**src/verilog/dio_pkg.sv**
```systemverilog
// constants, field layouts and carrier types of the digital i/o supervisor
// assumes a 10 mhz apb clock and a four channel i/o unit
package dio_pkg;
	localparam int NCH = 4;
	localparam int CW = 27;
	localparam int CLK_PERIOD_NS = 100;
	localparam int TICK_NS = 100000;
	localparam int TICK_CYC = TICK_NS / CLK_PERIOD_NS;
	// all timing below in 0.1 ms ticks, except INRUSH_MS in ms
	localparam logic [7:0] FILT_0 = 8'h01;
	localparam logic [7:0] FILT_1 = 8'h0a;
	localparam logic [7:0] FILT_2 = 8'h64;
	localparam logic [7:0] FILT_3 = 8'hc8;
	localparam logic [10:0] STR_0 = 11'h00a;
	localparam logic [10:0] STR_1 = 11'h096;
	localparam logic [10:0] STR_2 = 11'h3e8;
	localparam logic [10:0] STR_3 = 11'h7d0;
	localparam int INRUSH_MS = 100;
	localparam logic [10:0] INRUSH_TICKS = 11'(INRUSH_MS * 10);
	localparam logic [7:0] OFS_CTRL = 8'h00;
	localparam logic [7:0] OFS_ACTION = 8'h04;
	localparam logic [7:0] OFS_THRESH = 8'h08;
	localparam logic [7:0] OFS_STATUS = 8'h0c;
	localparam logic [7:0] OFS_MASK = 8'h10;
	localparam logic [7:0] OFS_PINS = 8'h14;
	localparam logic [7:0] OFS_COUNT = 8'h20;
	localparam logic [10:0] CTRL_RST = 11'h055;
	localparam logic [15:0] ACTION_RST = 16'h0000;
	localparam logic [15:0] THRESH_RST = 16'h0001;
	// status bits: 0 supply short, 1 overcurrent, 2 load short,
	// 7:4 open load, 11:8 count over threshold
	localparam int ST_W = 12;
	typedef enum logic [1:0] {act_clear, act_hold, drive_on_action} action_t;
	typedef struct packed {
		logic hold_clear_src_ht;
		logic count_err_en;
		logic open_load_monitor_en;
		logic short_error_recovery_mode;
		logic load_short_monitor_en;
		logic [1:0] input_stretch_time;
		logic [1:0] filter_time;
		logic inrush_mask_en;
		logic supply_short_monitor_en;
	} ctrl_t;
	typedef struct packed {
		logic psel;
		logic penable;
		logic pwrite;
		logic [7:0] paddr;
		logic [31:0] pwdata;
	} apb_req_t;
	typedef struct packed {
		logic [NCH-1:0] short_now;
		logic [NCH-1:0] open_now;
		logic [NCH-1:0] out_cmd;
		logic [NCH-1:0] in_raw;
		logic supply_short;
		logic overcurrent;
		logic inrush_start;
		logic comm_fault;
		logic master_idle;
	} field_in_t;
	typedef struct packed {
		ctrl_t ctrl;
		logic [15:0] action;
		logic [15:0] thresh;
		logic [ST_W-1:0] status;
		logic [ST_W-1:0] mask;
		logic [31:0] prdata;
		logic [12:0] tick_cnt;
		logic [NCH-1:0] in_filt;
		logic [NCH-1:0][7:0] filt_cnt;
		logic [NCH-1:0] in_str;
		logic [NCH-1:0][10:0] str_cnt;
		logic [10:0] inrush_cnt;
		logic load_short_err;
		logic [NCH-1:0] out_drv;
		logic [NCH-1:0] out_last;
		logic [NCH-1:0][CW-1:0] count;
		logic [25:0] hour_cnt;
		logic nv_save;
		logic restored;
	} state_t;
endpackage

```
**src/verilog/dio_supervisor.sv**
```systemverilog
// digital i/o unit supervision: filtering, stretching, fault watch,
// output substitution and on-counters, with an apb register file
// assumes field inputs synchronous to pclk and a nonvolatile store
// that presents saved counts at reset and accepts nv_save pulses
// Summary of operation
// RULE_01 - supply short raises unit error when its monitor is enabled (default on)
// RULE_02 - optional inrush mask ignores overcurrent for 100 ms; default off
// RULE_03 - input changes shorter than 0.1/1/10/20 ms filter are dropped; default 1 ms
// RULE_04 - inputs held for 1/15/100/200 ms after a pulse; default 15 ms
// RULE_05 - output load short raises unit error when enabled (default on)
// RULE_06 - auto recovery clears load short error once short is gone
// RULE_07 - manual recovery keeps load short error until power-up
// RULE_08 - open load per channel error when enabled; default off
// RULE_09 - per channel fault and idle actions: off, hold or on
// RULE_10 - substitution settings used only when terminal source selected
// RULE_11 - per channel on-count; error when enabled and count passes threshold
// RULE_12 - effective threshold is setting times one thousand
// RULE_13 - counts saved hourly and restored after power returns
// RULE_14 - timing from a divided tick; settings default on reset
`timescale 1ns/100ps
`default_nettype none
module dio_supervisor import dio_pkg::*; #(
	parameter int HOUR_TICKS = 36000000
) (
	input wire logic pclk,
	input wire logic presetn,
	input wire apb_req_t apb,
	output logic pready,
	output logic [31:0] prdata,
	output logic pslverr,
	input wire field_in_t fin,
	input wire logic nv_valid,
	input wire logic [NCH-1:0][CW-1:0] nv_count,
	output logic nv_save,
	output logic [NCH-1:0][CW-1:0] save_count,
	output logic [NCH-1:0] in_out,
	output logic [NCH-1:0] out_drv,
	output logic supply_err,
	output logic overcurrent_err,
	output logic load_short_err,
	output logic [NCH-1:0] open_load_err,
	output logic [NCH-1:0] count_err,
	output logic irq
);
	state_t s_reg, s_next;

	function automatic logic [7:0] filt_len(input logic [1:0] sel);
		case (sel)
			2'h0: filt_len = FILT_0;
			2'h1: filt_len = FILT_1;
			2'h2: filt_len = FILT_2;
			default: filt_len = FILT_3;
		endcase
	endfunction

	function automatic logic [10:0] str_len(input logic [1:0] sel);
		case (sel)
			2'h0: str_len = STR_0;
			2'h1: str_len = STR_1;
			2'h2: str_len = STR_2;
			default: str_len = STR_3;
		endcase
	endfunction

	// x1000 by shifts: 1024 - 16 - 8, avoids a multiplier
	function automatic logic [CW-1:0] times_k(input logic [15:0] v);
		times_k = {1'b0, v, 10'h000} - {7'h00, v, 4'h0} - {8'h00, v, 3'h0};
	endfunction

	function automatic logic act_out(input logic [1:0] a, input logic last);
		case (a)
			2'(act_hold): act_out = last;
			2'(drive_on_action): act_out = 1'b1;
			default: act_out = 1'b0;
		endcase
	endfunction

	logic tick;
	logic setup;
	logic wr;
	logic inrush_on;
	logic [ST_W-1:0] ev;
	logic [NCH-1:0] on_edge;
	logic [NCH-1:0] over;
	logic [CW-1:0] thr_eff;

	always_comb begin
		s_next = s_reg;
		tick = (s_reg.tick_cnt == 13'(TICK_CYC - 1));
		setup = apb.psel && !apb.penable;
		wr = apb.psel && apb.penable && apb.pwrite;
		thr_eff = times_k(s_reg.thresh);
		// -------------------------------------------------------
		// tick divider
		// -------------------------------------------------------
		// RULE_14 timing tick
		s_next.tick_cnt = tick ? 13'h0000 : s_reg.tick_cnt + 13'h0001;
		// -------------------------------------------------------
		// input filter and stretch
		// -------------------------------------------------------
		for (int i = 0; i < NCH; i++) begin
			// RULE_03 debounce filter
			if (fin.in_raw[i] == s_reg.in_filt[i]) begin
				s_next.filt_cnt[i] = 8'h00;
			end else if (tick) begin
				if (s_reg.filt_cnt[i] + 8'h01 >= filt_len(s_reg.ctrl.filter_time)) begin
					s_next.in_filt[i] = fin.in_raw[i];
					s_next.filt_cnt[i] = 8'h00;
				end else begin
					s_next.filt_cnt[i] = s_reg.filt_cnt[i] + 8'h01;
				end
			end
			// RULE_04 pulse hold
			if (s_reg.in_filt[i]) begin
				s_next.in_str[i] = 1'b1;
				s_next.str_cnt[i] = str_len(s_reg.ctrl.input_stretch_time);
			end else if (s_reg.str_cnt[i] != 11'h000) begin
				if (tick) begin
					s_next.str_cnt[i] = s_reg.str_cnt[i] - 11'h001;
				end
			end else begin
				s_next.in_str[i] = 1'b0;
			end
		end
		// -------------------------------------------------------
		// power and load supervision
		// -------------------------------------------------------
		// RULE_02 inrush window
		inrush_on = s_reg.inrush_cnt != 11'h000;
		if (fin.inrush_start) begin
			s_next.inrush_cnt = INRUSH_TICKS;
		end else if (inrush_on && tick) begin
			s_next.inrush_cnt = s_reg.inrush_cnt - 11'h001;
		end
		// RULE_06 auto clear
		if (!s_reg.ctrl.short_error_recovery_mode) begin
			s_next.load_short_err = s_reg.ctrl.load_short_monitor_en && |fin.short_now;
		// RULE_07 manual latch
		end else if (s_reg.ctrl.load_short_monitor_en && |fin.short_now) begin
			s_next.load_short_err = 1'b1;
		end
		// -------------------------------------------------------
		// output substitution and on-counters
		// -------------------------------------------------------
		on_edge = '0;
		over = '0;
		for (int i = 0; i < NCH; i++) begin
			// RULE_10 source gate
			if (s_reg.ctrl.hold_clear_src_ht && fin.comm_fault) begin
				// RULE_09 fault action
				s_next.out_drv[i] = act_out(s_reg.action[2*i +: 2], s_reg.out_last[i]);
			end else if (s_reg.ctrl.hold_clear_src_ht && fin.master_idle) begin
				s_next.out_drv[i] = act_out(s_reg.action[8+2*i +: 2], s_reg.out_last[i]);
			end else if (fin.comm_fault || fin.master_idle) begin
				s_next.out_drv[i] = 1'b0;
			end else begin
				s_next.out_drv[i] = fin.out_cmd[i];
				s_next.out_last[i] = fin.out_cmd[i];
			end
			on_edge[i] = (s_next.in_filt[i] && !s_reg.in_filt[i])
				|| (s_next.out_drv[i] && !s_reg.out_drv[i]);
			// RULE_11 on-count
			if (on_edge[i] && s_reg.count[i] != {CW{1'b1}}) begin
				s_next.count[i] = s_reg.count[i] + 27'h0000001;
			end
			// RULE_12 scaled threshold
			over[i] = s_reg.count[i] > thr_eff;
		end
		// RULE_13 restore once after reset, then hourly save
		if (!s_reg.restored) begin
			s_next.restored = 1'b1;
			if (nv_valid) begin
				s_next.count = nv_count;
			end
		end
		s_next.nv_save = 1'b0;
		if (tick) begin
			if (s_reg.hour_cnt == 26'(HOUR_TICKS - 1)) begin
				s_next.hour_cnt = 26'h0000000;
				s_next.nv_save = 1'b1;
			end else begin
				s_next.hour_cnt = s_reg.hour_cnt + 26'h0000001;
			end
		end
		// -------------------------------------------------------
		// events and apb
		// -------------------------------------------------------
		ev = '0;
		// RULE_01 supply short
		ev[0] = s_reg.ctrl.supply_short_monitor_en && fin.supply_short;
		// RULE_02 mask overcurrent
		ev[1] = fin.overcurrent && !(s_reg.ctrl.inrush_mask_en && inrush_on);
		// RULE_05 load short
		ev[2] = s_reg.ctrl.load_short_monitor_en && |fin.short_now;
		// RULE_08 open load
		ev[7:4] = s_reg.ctrl.open_load_monitor_en ? fin.open_now : 4'h0;
		// RULE_11 count error enable
		ev[11:8] = s_reg.ctrl.count_err_en ? over : 4'h0;
		if (setup) begin
			s_next.prdata = 32'h00000000;
			case (apb.paddr)
				OFS_CTRL: s_next.prdata = 32'(s_reg.ctrl);
				OFS_ACTION: s_next.prdata = 32'(s_reg.action);
				OFS_THRESH: s_next.prdata = 32'(s_reg.thresh);
				OFS_STATUS: s_next.prdata = 32'(s_reg.status);
				OFS_MASK: s_next.prdata = 32'(s_reg.mask);
				OFS_PINS: s_next.prdata = 32'({s_reg.out_drv, s_reg.in_str});
				default: begin
					for (int i = 0; i < NCH; i++) begin
						if (apb.paddr == OFS_COUNT + 8'(4*i)) begin
							s_next.prdata = 32'(s_reg.count[i]);
						end
					end
				end
			endcase
		end
		s_next.status = s_reg.status;
		if (wr) begin
			case (apb.paddr)
				OFS_CTRL: s_next.ctrl = apb.pwdata[10:0];
				OFS_ACTION: s_next.action = apb.pwdata[15:0];
				OFS_THRESH: s_next.thresh = (apb.pwdata[15:0] == 16'h0000) ? 16'h0001 :
					apb.pwdata[15:0];
				OFS_STATUS: s_next.status = s_reg.status & ~apb.pwdata[ST_W-1:0];
				OFS_MASK: s_next.mask = apb.pwdata[ST_W-1:0];
				default: ;
			endcase
		end
		// set wins over a write-one clear in the same cycle
		s_next.status = s_next.status | ev;
	end

	always_ff @(posedge pclk or negedge presetn) begin
		if (!presetn) begin
			s_reg <= '0;
			s_reg.ctrl <= CTRL_RST;
			s_reg.action <= ACTION_RST;
			s_reg.thresh <= THRESH_RST;
		end else begin
			s_reg <= s_next;
		end
	end

	assign pready = 1'b1;
	assign pslverr = 1'b0;
	assign prdata = s_reg.prdata;
	assign nv_save = s_reg.nv_save;
	assign save_count = s_reg.count;
	assign in_out = s_reg.in_str;
	assign out_drv = s_reg.out_drv;
	assign supply_err = s_reg.status[0];
	assign overcurrent_err = s_reg.status[1];
	assign load_short_err = s_reg.load_short_err;
	assign open_load_err = s_reg.status[7:4];
	assign count_err = s_reg.status[11:8];
	assign irq = |(s_reg.status & s_reg.mask);
endmodule
`default_nettype wire
```
**config.mk**
```make
export PLATFORM = sky130hd
export DESIGN_NAME = dio_supervisor
export DESIGN_NICKNAME = d
export VERILOG_FILES = /design/src/verilog/dio_pkg.sv /design/src/verilog/dio_supervisor.sv
export SDC_FILE = /design/constraint.sdc
export NUM_CORES = 1
export LEC_CHECK = 0
export BUFFER_PORTS_ARGS = -buffer_cell sky130_fd_sc_hd__clkbuf_2
export CORE_ASPECT_RATIO = 0.8
export CORE_MARGIN = 4
export CORE_UTILIZATION = 40
export DETAILED_ROUTE_END_ITERATION = 12
export SKIP_LAST_GASP = 1
export SLEW_MARGIN = 20
export SYNTH_ARGS = -nofsm -noshare
export SYNTH_HDL_FRONTEND = slang
export SYNTH_SLANG_ARGS = --single-unit
```
**constraint.sdc**
```tcl
create_clock -name pclk -period 6.1 [get_ports pclk]
set_clock_uncertainty 0.15 [all_clocks]
set_input_delay 1.22 -clock pclk [delete_from_list [all_inputs] [get_ports pclk]]
set_output_delay 1.22 -clock pclk [all_outputs]
set_load 0.02 [all_outputs]
```
==> run_results.csv <==
group,metric,value,unit
floorplan,die_area,0.0656,mm2
critical_path,cp_slowest_stage_delay,570,ps
power,total_power,6.94,mW
grt,grt_pass1_wl,133000,um
grt,grt_pass1_vias,21200,
timing,finalCriticalPeriod,5660,ps
finish,fillers,5961,
finish,area_growth,11.2,%
placed_design,io_buffers,314,
critical_path,crit_fanout,7,
floorplan,start_util,40.3,%
critical_path,worst-setup-path-type,"reg -> reg",
yosys,ys_warn_count,0,
critical_path,cp-start-kind,"flip-flop",
power,leakage,12.4,nW
cts,clockRootBuffer,"clkbuf_16",
cts,cts.repair.resized,0,
power,p_sw,2.43,mW
route,drt-total-wl,88100,um
power,sw_frac_of_total,35.0,%
timing,hold_viol,0,
timing,finalSetupViolations,0,
route,drtIter0Drc,2247,
yosys,synth_flop_cell,"dfrtp_1",
route,met2_wirelength,39300,um
grt,grt-ovfl-total,0,
yosys,yosysTopAreaCell,"dfrtp_1",
timing,relSlewSlack,19.2,%
critical_path,cp_common_cell,"ha_1",
run,drv_cap,0,
cts,numCtsBuffers,40,
route,wl_met3,6840,um
grt,grtUsageTotal,26.1,%
timing,post-route-period-util,92.8,%
timing,rsz0062_at_grt,"no",
placed_design,gp_congestion,0.957,
power,power_density,254,mW/mm2
floorplan,pin_count,338,
timing,tightest_slew,1200,ps
yosys,synth_edf_count,0,
yosys,async_flop_share,100,%
critical_path,crit_family,"compound AO/OA/AOI/OAI gates",
critical_path,cp.arrival,5950,ps
cts,clkTransAtPathRegs,70,ps
critical_path,end_kind,"flip-flop",
yosys,synth_most_common_cell,"dfrtp_1",
floorplan,dieWidth,285,um
finish,final_cell_area,0.0274,mm2
route,via_per_inst,5.91,
grt,grt_max_degree,131,
yosys,synthTopCellsByCount,"342 x dfrtp_1, 253 x nand2_1, 185 x ha_1",
critical_path,crit_slowest_cell,"dfrtp_1",
floorplan,row_count,81,
critical_path,reg2reg_from,"s_reg[310]",
critical_path,r2r_end,"count_err[3]",
power,max-vdd-ir-drop,0.000209,V
timing,fmax,177,MHz
route,drc,0,
route,dr_total_vias,21800,
timing,finalMaxSlewViolations,0,
power,seqPwrFrac,39.4,%
placed_design,place_hpwl,67600,um
route,wl_met1,39100,um
hold_path,worstHoldStart,"s_reg[240]",
cts,numClockSinks,347,
route,antenna_left,0,
timing,tns,0,ps
power,power.internal,4.51,mW
route,top_layer,"met4",
power,pwr-share-clk,36.6,%
yosys,ys_seq_elements,347,
cts,post-cts-setup-buffer-count,0,
yosys,syn_inst,2698,
critical_path,worstPathRequired,6400,ps
yosys,seq_area_frac_synth,35.3,%
route,first_pass_iters,6,
placed_design,dpl-instance-area,0.0260,mm2
cts,cts_tree,"done",
yosys,synth_area,0.0246,mm2
route,routedWlPerCell,23.8,um
placed_design,dp_slack,514,ps
critical_path,crit_chain,"inv_1, ha_1, ha_1, nor2_1, a211oi_1, o31a_1, or2_2, a31oi_1, o21bai_1, xnor2_1, ha_1, a211oi_1, o31ai_1, a21oi_1, nor4b_1, o2bb2ai_1, a2111oi_0, o21ai_0",
hold_path,holdPathStages,1,
yosys,yosysTopAreaCellShare,34.8,%
cts,clock_latency,600,ps
floorplan,coreArea,0.0610,mm2
yosys,synth_cell_types,96,
critical_path,worstRegToRegCells,18,
power,pwr-share-comb,24.0,%
yosys,synthTopCellsByArea,"dfrtp_1 35%, ha_1 9.4%, buf_4 4.9%",
grt,antenna_found_initial,2,
cts,ctsHtreeMaxLevel,2,
status,status,"finished clean",
timing,final.setup.worst_slack,442,ps
cts,cts_buffer_depth,3,
cts,cts.hold.buffers_added,0,
finish,drive_above_1_share,18.5,%
floorplan,die_y,230,um
hold_path,hold_path_class,"reg -> reg",
finish,largest_reg_flops,192,
hold_path,whs_endpoint,"s_reg[240]",
critical_path,ff2ff_setup_slack,440,ps
finish,nets,3205,
yosys,avgSynthCellArea,9.12,um2
critical_path,cp.buffers_inverters,1,
==> final cells by class <==
type | instances | area [um2] | share of cell area (%)
inverter | 108 | 405 | 1.48
clock inverter | 20 | 250 | 0.915
timing repair buffer | 347 | 1870 | 6.82
sequential | 347 | 8690 | 31.8
tap | 830 | 1040 | 3.80
multi-input combinational | 1992 | 14000 | 51.1
clock buffer | 52 | 1130 | 4.12
antenna | 1 | 2.50 | 0.00915
==> worst reg2reg max path: cells and delay by family, from the launching register on <==
kind,cells,cell delay (ps)
and+or+nand+nor,3,680
adders and majority gates,3,1100
xor gates and xnor gates,1,530
AOI/OAI and AO/OA,10,2220
buffers and inverters,1,270
DFF,1,570
==> through the flow <==
| step | util [%] | hold slack [ps] | instances |
|---|---|---|---|
| finish | 44.8 | 326 | 3697 |
| CTS | 44.8 | 327 | 3696 |
| floorplan | - | 298 | 2704 |
| detailed placement | 42.6 | 319 | 3624 |
| global route | 44.8 | 358 | 3696 |
| global placement | 42.6 | 313 | 3624 |
==> worst max-delay path by stage <==
stage	endpoint	cells after the start	slack, ps	start
after floorplan	count_err[1]	18	1250	s_reg[309]
after global placement	count_err[1]	19	550	s_reg[316]
after detailed placement	count_err[1]	19	510	s_reg[316]
after CTS	count_err[3]	18	500	s_reg[310]
after global routing	count_err[1]	21	30	s_reg[310]
final	count_err[3]	18	440	s_reg[310]
==> layout by cell type, fill, tap and decap left out, types with 9 or more instances in the layout <==
cell type	instances
buf_4	30
xor2_1	67
and2_1	15
dfrtp_1	342
nand2_1	253
a21oi_1	95
fa_1	9
nor2b_1	15
or4_1	31
nor4_1	34
o21a_1	21
nor2_1	156
a22o_1	39
a31oi_1	58
a21o_1	47
nor3_1	39
or3_1	23
a211oi_1	13
o21ai_0	153
nor3b_1	10
nand4_1	55
ha_1	185
nand2b_1	26
nand3_1	121
xnor2_1	100
inv_1	108
o211ai_1	15
a22oi_1	49
and3_1	55
mux2_2	65
and4_1	16
clkbuf_2	313
a221oi_1	28
clkbuf_16	40
o31ai_1	22
==> power by group through the flow <==
stage | logic [mW] | clock network, mW | registers, mW
2_1_floorplan | 1.21 | 0 | 2.59
6_report | 1.66 | 2.54 | 2.74
3_3_place_gp | 1.59 | 0 | 2.76
4_1_cts | 1.64 | 2.60 | 2.73
5_1_grt | 1.83 | 2.69 | 2.74
3_5_place_dp | 1.63 | 0 | 2.77
==> metal layers <==
metal / track usage, % / up-vias
met1: 36.3 / 10800
met3: 5.52 / 165
met4: 8.12 / 0
met2: 40.7 / 848
met5: 0 / -
li1: - / 10000
==> cells by family after synthesis <==
logic type               share of synthesized area [%]
flip-flops                                        35.3
buffers and inverters                             8.08
XOR/XNOR                                          6.13
other                                           0.0305
adder cells (fa/ha/maj)                           10.2
multiplexers                                      3.18
AO/OA/AOI/OAI                                     18.3
AND/OR/NAND/NOR                                   18.8
Note: power is estimated with default switching activity, not from simulation.
